### config.mk
export PLATFORM = sky130hd
export DESIGN_NAME = port_pin_function_select
export DESIGN_NICKNAME = d
export VERILOG_FILES = /design/src/verilog/pin_select_pkg.sv /design/src/verilog/port_pin_function_select.sv
export VERILOG_INCLUDE_DIRS = /design/src /design/src/verilog
export SDC_FILE = /design/constraint.sdc
export NUM_CORES = 1
export LEC_CHECK = 0
export BUFFER_PORTS_ARGS = -buffer_cell sky130_fd_sc_hd__buf_2
export CAP_MARGIN = 20
export CORE_ASPECT_RATIO = 0.7
export CORE_MARGIN = 1
export CORE_UTILIZATION = 43
export DETAILED_ROUTE_END_ITERATION = 16
export GPL_ROUTABILITY_DRIVEN = 0
export PLACE_DENSITY_LB_ADDON = 0.15
export SYNTH_ARGS = -nofsm -noshare
export SYNTH_HDL_FRONTEND = slang
export SYNTH_SLANG_ARGS = --single-unit
### constraint.sdc
create_clock -name pclk -period 1.6 [get_ports pclk]
set_input_delay 0.24 -clock pclk [delete_from_list [all_inputs] [get_ports pclk]]
set_output_delay 0.24 -clock pclk [all_outputs]
set_load 0.03 [all_outputs]
### src/verilog/pin_select_map.svh
/*
 * register indices, field positions, reset values for the port pin
 * function select block. assumes an apb slave where byte address = index*4.
 */
`ifndef PIN_SELECT_MAP_SVH
`define PIN_SELECT_MAP_SVH

`define SERIAL_SEL_IDX 16'hff20
`define ANALOG_CFG_IDX 16'hff8f
`define SEG_TWO_IDX 16'hffb5
`define SEG_ONE_IDX 16'hffb6
`define PORT_DATA_IDX 16'hff02
`define PORT_DIR_IDX 16'hff22
`define PORT_BITOP_IDX 16'hff40

`define TX_ROUTE_POS 3
`define BITOP_VALUE_POS 3
`define SEG_ONE_MASK 8'h6c
`define SERIAL_SEL_RESET 1'h0
`define SEG_TWO_RESET 6'h00
`define SEG_ONE_RESET 4'h0
`define ANALOG_CFG_RESET 4'h8
`define ANALOG_PROHIBITED 3'h7

`endif

### src/verilog/pin_select_pkg.sv
/*
 * types shared by the port pin function select block.
 * assumes pin_select_map.svh supplies the numeric constants.
 */
package pin_select_pkg;

    typedef enum logic [2:0] {
        sel_none,
        sel_serial,
        sel_analog,
        sel_seg_two,
        sel_seg_one,
        sel_data,
        sel_dir,
        sel_bitop
    } reg_sel_e;

    typedef struct packed {
        logic [17:0] addr;
        logic write;
        logic [31:0] wdata;
    } apb_req_s;

endpackage

### src/verilog/port_pin_function_select.sv
/*
 * port pin function select and port two data path, apb register slave.
 * assumes one clock pclk, async active-low presetn, pins from outside.
 */
// Decided for this implementation: the APB interface to the registers.
`timescale 1ns/100ps
`include "pin_select_map.svh"

module port_pin_function_select
    import pin_select_pkg::*;
#(
    parameter int PORT_W = 6
) (
    input wire logic pclk,
    input wire logic presetn,
    input wire logic psel,
    input wire logic penable,
    input wire logic pwrite,
    input wire logic [17:0] paddr,
    input wire logic [31:0] pwdata,
    output logic [31:0] prdata,
    output logic pready,
    output logic pslverr,
    input wire logic [PORT_W-1:0] pin_in,
    output logic [PORT_W-1:0] pin_out,
    output logic [PORT_W-1:0] pin_oe,
    output logic [PORT_W-1:0] seg_two_enable,
    output logic [3:0] seg_one_enable,
    output logic [PORT_W-1:0] analog_enable,
    output logic transmit_route,
    output logic key_input_enable
);

////////////////////////////////////////////////////////////////////////////////
// address decode

    function automatic reg_sel_e decode(input logic [17:0] a);
        if (a == {`SERIAL_SEL_IDX, 2'b00}) begin
            return sel_serial;
        end else if (a == {`ANALOG_CFG_IDX, 2'b00}) begin
            return sel_analog;
        end else if (a == {`SEG_TWO_IDX, 2'b00}) begin
            return sel_seg_two;
        end else if (a == {`SEG_ONE_IDX, 2'b00}) begin
            return sel_seg_one;
        end else if (a == {`PORT_DATA_IDX, 2'b00}) begin
            return sel_data;
        end else if (a == {`PORT_DIR_IDX, 2'b00}) begin
            return sel_dir;
        end else if (a == {`PORT_BITOP_IDX, 2'b00}) begin
            return sel_bitop;
        end else begin
            return sel_none;
        end
    endfunction

    apb_req_s req;
    reg_sel_e sel;
    logic setup;
    logic done;
    logic wr;

    assign req = '{addr: paddr, write: pwrite, wdata: pwdata};
    assign sel = decode(req.addr);
    assign setup = psel && !penable;
    assign done = psel && penable && pready;
    assign wr = done && req.write;

////////////////////////////////////////////////////////////////////////////////
// registers

    logic serial_sel;
    logic [PORT_W-1:0] seg_two;
    logic [3:0] seg_one;
    logic [3:0] analog_cfg;
    logic [PORT_W-1:0] out_latch;
    logic [PORT_W-1:0] dir_in;
    logic [PORT_W-1:0] pin_meta;
    logic [PORT_W-1:0] pin_sync;
    logic [PORT_W-1:0] view;
    logic [PORT_W-1:0] next_bitop;
    logic [2:0] bit_num;

    assign bit_num = req.wdata[2:0];

    // bit or byte writes both arrive as full words, so one path serves both
    always_ff @(posedge pclk or negedge presetn) begin
        if (!presetn) begin
            serial_sel <= `SERIAL_SEL_RESET;
            seg_two <= `SEG_TWO_RESET;
            seg_one <= `SEG_ONE_RESET;
            analog_cfg <= `ANALOG_CFG_RESET;
        end else if (wr) begin
            if (sel == sel_serial) begin
                serial_sel <= req.wdata[`TX_ROUTE_POS];
            end else if (sel == sel_seg_two) begin
                seg_two <= req.wdata[PORT_W-1:0];
            end else if (sel == sel_seg_one) begin
                seg_one <= {req.wdata[6], req.wdata[5], req.wdata[3], req.wdata[2]};
            end else if (sel == sel_analog) begin
                // bit 3 only holds its reset one until the first write
                analog_cfg <= {1'b0, req.wdata[2:0]};
            end
        end
    end

    always_ff @(posedge pclk or negedge presetn) begin
        if (!presetn) begin
            dir_in <= '1;
        end else if (wr && sel == sel_dir) begin
            dir_in <= req.wdata[PORT_W-1:0];
        end
    end

    // two flops before anything reads the pins
    always_ff @(posedge pclk or negedge presetn) begin
        if (!presetn) begin
            pin_meta <= '0;
            pin_sync <= '0;
        end else begin
            pin_meta <= pin_in;
            pin_sync <= pin_meta;
        end
    end

////////////////////////////////////////////////////////////////////////////////
// port data path

    genvar gi;
    generate
        for (gi = 0; gi < PORT_W; gi++) begin : g_view
            assign view[gi] = dir_in[gi] ? pin_sync[gi] : out_latch[gi];
        end
    endgenerate

    // input pins take their pin level into the latch: the whole port is rewritten
    always_comb begin
        next_bitop = view;
        if (32'(bit_num) < PORT_W) begin
            next_bitop[bit_num] = req.wdata[`BITOP_VALUE_POS];
        end
    end

    always_ff @(posedge pclk or negedge presetn) begin
        if (!presetn) begin
            out_latch <= '0;
        end else if (wr && sel == sel_data) begin
            out_latch <= req.wdata[PORT_W-1:0];
        end else if (wr && sel == sel_bitop) begin
            out_latch <= next_bitop;
        end
    end

////////////////////////////////////////////////////////////////////////////////
// pin function outputs

    logic [PORT_W-1:0] analog_sel;
    logic [PORT_W-1:0] drive_sel;

    generate
        for (gi = 0; gi < PORT_W; gi++) begin : g_func
            // prohibited code 7 is taken as all digital: no pin floats analog
            assign analog_sel[gi] = !seg_two[gi]
                && analog_cfg[2:0] != `ANALOG_PROHIBITED
                && 32'(analog_cfg[2:0]) <= gi;
            assign drive_sel[gi] = !dir_in[gi] && !seg_two[gi] && !analog_sel[gi];
        end
    endgenerate

    always_ff @(posedge pclk or negedge presetn) begin
        if (!presetn) begin
            pin_out <= '0;
            pin_oe <= '0;
            seg_two_enable <= '0;
            seg_one_enable <= '0;
            analog_enable <= '0;
            transmit_route <= 1'b0;
            key_input_enable <= 1'b1;
        end else begin
            pin_out <= out_latch;
            pin_oe <= drive_sel;
            seg_two_enable <= seg_two;
            seg_one_enable <= seg_one;
            analog_enable <= analog_sel;
            transmit_route <= serial_sel;
            key_input_enable <= !serial_sel;
        end
    end

////////////////////////////////////////////////////////////////////////////////
// apb answer

    logic [31:0] read_value;

    always_comb begin
        read_value = '0;
        if (sel == sel_serial) begin
            read_value[`TX_ROUTE_POS] = serial_sel;
        end else if (sel == sel_analog) begin
            read_value[3:0] = analog_cfg;
        end else if (sel == sel_seg_two) begin
            read_value[PORT_W-1:0] = seg_two;
        end else if (sel == sel_seg_one) begin
            read_value[6:5] = seg_one[3:2];
            read_value[3:2] = seg_one[1:0];
        end else if (sel == sel_data) begin
            read_value[PORT_W-1:0] = view;
        end else if (sel == sel_dir) begin
            read_value[PORT_W-1:0] = dir_in;
        end
    end

    // data is taken at setup so the access cycle answers with no wait, except on an analog config write
    always_ff @(posedge pclk or negedge presetn) begin
        if (!presetn) begin
            prdata <= '0;
            pslverr <= 1'b0;
        end else if (setup) begin
            prdata <= req.write ? 32'h0 : read_value;
            pslverr <= sel == sel_none;
        end else if (done) begin
            pslverr <= 1'b0;
        end
    end

    always_ff @(posedge pclk or negedge presetn) begin
        if (!presetn) begin
            pready <= 1'b0;
        end else if (setup) begin
            pready <= !(req.write && sel == sel_analog);
        end else if (psel && penable && !pready) begin
            pready <= 1'b1;
        end else begin
            pready <= 1'b0;
        end
    end
endmodule

==> summary.txt <==
Status
  – Run status: finished, violations left
  – Violations in the final reports: setup timing

Cells and area
  – Filler cell count: roughly 670
  – Antenna diode instance count: 0
  – Register name with the most flops: prdata
  – Signed area change from the synthesized netlist to the final layout: 38.30%
  – Post-layout net count: 510
  – Combined area of the multi-input logic cells: approximately 1500 um^2
  – Share of cells above drive strength 1: between 40% and 50%
  – Post-route core utilization: between 60% and 70%
  – Area of all sequential standard cells: 1963 um^2
  – Number of flip-flops in the largest register: 7
  – Summed area of non-filler cells in the final layout: 4843 um^2

Detailed routing
  – Detailed-router iteration count before antenna repair: 4
  – Remaining antenna violation count after routing: 0
  – Drt wl/cell: 16.23 um
  – DRC violations left: 0
  – Met3 wire len: 684 um
  – Metal1 wirelength: 4306 um
  – Routed vias: 2842
  – Top routing layer used: met4
  – Initial DRC count: around 190
  – Final wirelength: 9010 um
  – Sum of met2 wire segment lengths after detailed routing: 3949 um
  – Via-per-instance ratio: 5.121

Job
  – Max-cap violations: 0

Min path
  – Count of cells along the worst hold path: 2
  – Launch point of the worst hold path: pwdata[6]
  – Worst min path class: input pin to flip-flop
  – Worst Hold End: seg_one[3]$_DFFE_PN0P_

Pwr
  – Cell leakage power: 2.363 nW
  – Switching power share of the total: 23.54%
  – Sequential group share of total power: about 45%
  – Worst vdd ir: just over 0.0008 V
  – Pwr per Cell Area: 914.2 nW/um^2
  – Cell-internal power: roughly 3.4 mW
  – Switching Power: 1.042 mW
  – Combinational share of power: 8.6%
  – Clock share of power: between 40% and 50%

Floorplanning
  – Area of the placeable core: ~8000 um^2
  – Die area: approximately 8500 um^2
  – Effective utilization at floorplan: 44.49%
  – Num ports: 125
  – Die outline width: about 110 um
  – Count of standard-cell rows: 27
  – Vertical die dimension: 77.51 um

CTS
  – Max H-tree Level: 3
  – Buffer depth of the longest clock path: 2
  – Number of clock sinks: 78
  – Clk Tree Root Cell: sky130_fd_sc_hd__clkbuf_16
  – Worst skew pair latency: 0.34 ns
  – Clock buffer count from CTS: 9
  – Clock transition time at the flip-flop clock pins of the worst setup and hold paths: about 0.060 ns
  – CTS tree: built

Timing
  – RSZ-0062 raised after global routing: true
  – Worst Slack Setup Final: -0.03462 ns
  – Worst clock skew: 0.007510 ns
  – Min Tclk post-route: 1.635 ns
  – Hold Fails Final Rpt: 0
  – Worst Hold Margin: roughly 0.15 ns
  – Post-route setup TNS: -0.04543 ns
  – Timing-limited maximum frequency: 611.8 MHz
  – Setup Viol. Count Final: 2
  – Post-route fraction of the period consumed by the critical path: 102.2%
  – Number of pins exceeding their max-slew limit in the final report: 0

Worst setup path
  – Worst R2R Start: pready$_DFF_PN0_
  – Crit path kind: input pin to flip-flop
  – Reg2Reg Capture Point: seg_two[0]$_DFFE_PN0P_
  – Setup slack, reg-to-reg: approximately 0.05 ns
  – Required arrival time at the worst endpoint: 1.87 ns
  – Kind of launch point of the worst setup path: input pin
  – Worst EP arrival: 1.90 ns
  – Setup crit end kind: flip-flop
  – Logic depth of the worst register-to-register path: 4
  – Highest net fanout along the worst path: 7

Logic synthesis
  – Count of flip-flops with a built-in enable after synthesis: 0
  – Synthesis warning total: 0
  – Avg Cell Area, Syn: 11.37 um^2
  – Area of the mapped netlist: approximately 3500 um^2
  – Register area share after synthesis: 56.02%
  – Async set or reset register ratio after synthesis: 100.0%
  – Top FF cell, synth: sky130_fd_sc_hd__dfrtp_1
  – Register bit count reported by yosys: 78
  – Gate count of the mapped netlist: 308
  – Distinct cell type count of the synthesized netlist: 53

Global routing
  – Remaining global-route overflow: 0
  – Number of antenna violations at the first check in global routing: 0
  – First-pass GRT wire length: 14040 um
  – Maximum number of pins on one net before global-route repair: just under 50
  – Number of global-route vias before repair: 2710
  – Total routing usage reported by global routing: a little under a quarter

Place
  – Dpl hpwl: 6448 um
  – Placed Instance Area: 4290 um^2
  – Setup slack at placement: -0.4710 ns
  – Buffers on Ports: 74
final cells by class:
class,instances,share of cell area [%]
clock buffer,11,5.012
clock inverter,5,1.214
inverter,4,0.3100
multi-input combinational,212,30.41
sequential,78,40.53
tap,101,2.609
timing repair buffer,144,19.92
placed cells by master (no fill, tap or decap), drive strengths merged, types with 2 or more instances in the layout:
cell type and instances:
nor3b 4, or4 6, o2111ai 2, and2 6
o21ai 18, clkinvlp 2, nor4 6, a22o 2
a31oi 4, nor4b 2, a21oi 10, dlygate4sd3 7
dfrtp 70, nand3 11, buf 137, a32oi 3
mux2i 5, conb 25, or2 2, or3b 3
mux2 23, clkinv 2, nor3 9, nand4 3
nor2 19, nand2 21, o21a 2, inv 4
nand2b 7, dfstp 8, xnor2 2, clkbuf 11
worst max-delay path, stage by stage:
cell and delay (ns):
sky130_fd_sc_hd__buf_6 0.09, sky130_fd_sc_hd__nand4bb_4 0.20, sky130_fd_sc_hd__or3_4 0.39, sky130_fd_sc_hd__or4b_4 0.54, sky130_fd_sc_hd__a221o_1 0.32, sky130_fd_sc_hd__o21ai_1 0.12
Yosys cell counts, drive strengths merged, types with 5 or more instances:
| cell type | count | area share [%] |
|---|---|---|
| nor2 | 19 | 2.0 |
| o21ai | 18 | 2.6 |
| dfrtp | 70 | 50 |
| mux2i | 5 | 1.4 |
| nor3 | 9 | 1.6 |
| buf | 30 | 6.0 |
| nand2 | 21 | 2.3 |
| nand2b | 7 | 1.3 |
| mux2 | 23 | 7.4 |
| clkbuf | 8 | 0.86 |
| and2 | 6 | 1.1 |
| dfstp | 8 | 6.0 |
| nor4 | 6 | 1.4 |
| or4 | 6 | 1.4 |
| nand3 | 11 | 1.6 |
| a21oi | 10 | 1.4 |
metal layers:
metal / up-vias / GRT usage, %
li1: 1336 / -
met1: 1378 / 32.37
met2: 119 / 32.13
met3: 9 / 8.235
met4: 0 / 6.800
met5: - / 0
cell families (layout without fill, tap and decap cells):
logic type / count (synthesis) / in the layout / share of synthesized area, %
other: 1 / 25 / 0.1071
AO/OA/AOI/OAI: 50 / 50 / 9.254
XOR/XNOR: 2 / 2 / 0.5003
flip-flops: 78 / 78 / 56.02
multiplexers: 28 / 28 / 8.825
buffers and inverters: 42 / 164 / 7.324
AND/OR/NAND/NOR: 107 / 107 / 17.97
through the flow:
step / instances / power [mW]
after CTS: 549 / 4.464
after global placement: 525 / 2.374
after global routing: 555 / 4.603
after detailed placement: 525 / 2.378
final: 555 / 4.428
after floorplan: 332 / 2.240
power by group through the flow:
stage | clock network, mW | logic [mW] | registers (mW)
after detailed placement | 0 | 0.341 | 2.04
after floorplan | 0 | 0.195 | 2.05
after global placement | 0 | 0.337 | 2.04
final | 2.04 | 0.383 | 2.00
after CTS | 2.10 | 0.361 | 2.00
after global routing | 2.19 | 0.412 | 2.00
repair_timing:
action	4_1_cts	5_1_grt
pin swaps	4	5
endpoints found under the setup margin	19	28
hold endpoints to repair	24	1
gates resized for setup	12	18
setup buffers	2	5
hold buffers	6	1
worst max-delay path by stage:
| stage | depth (start not counted) | endpoint | startpoint | slack (ns) |
|---|---|---|---|---|
| 2_1_floorplan | 6 | prdata[2]$_DFFE_PN0P_ | paddr[0] | -0.34 |
| 3_3_place_gp | 7 | serial_sel$_DFFE_PN0P_ | paddr[0] | -0.45 |
| 3_5_place_dp | 7 | serial_sel$_DFFE_PN0P_ | paddr[0] | -0.47 |
| 4_1_cts | 6 | prdata[2]$_DFFE_PN0P_ | paddr[0] | -0.007 |
| 5_1_grt | 10 | out_latch[2]$_DFFE_PN0P_ | paddr[4] | -0.06 |
| 6_report | 6 | prdata[2]$_DFFE_PN0P_ | paddr[0] | -0.03 |
Note: power is estimated with default switching activity, not from simulation.
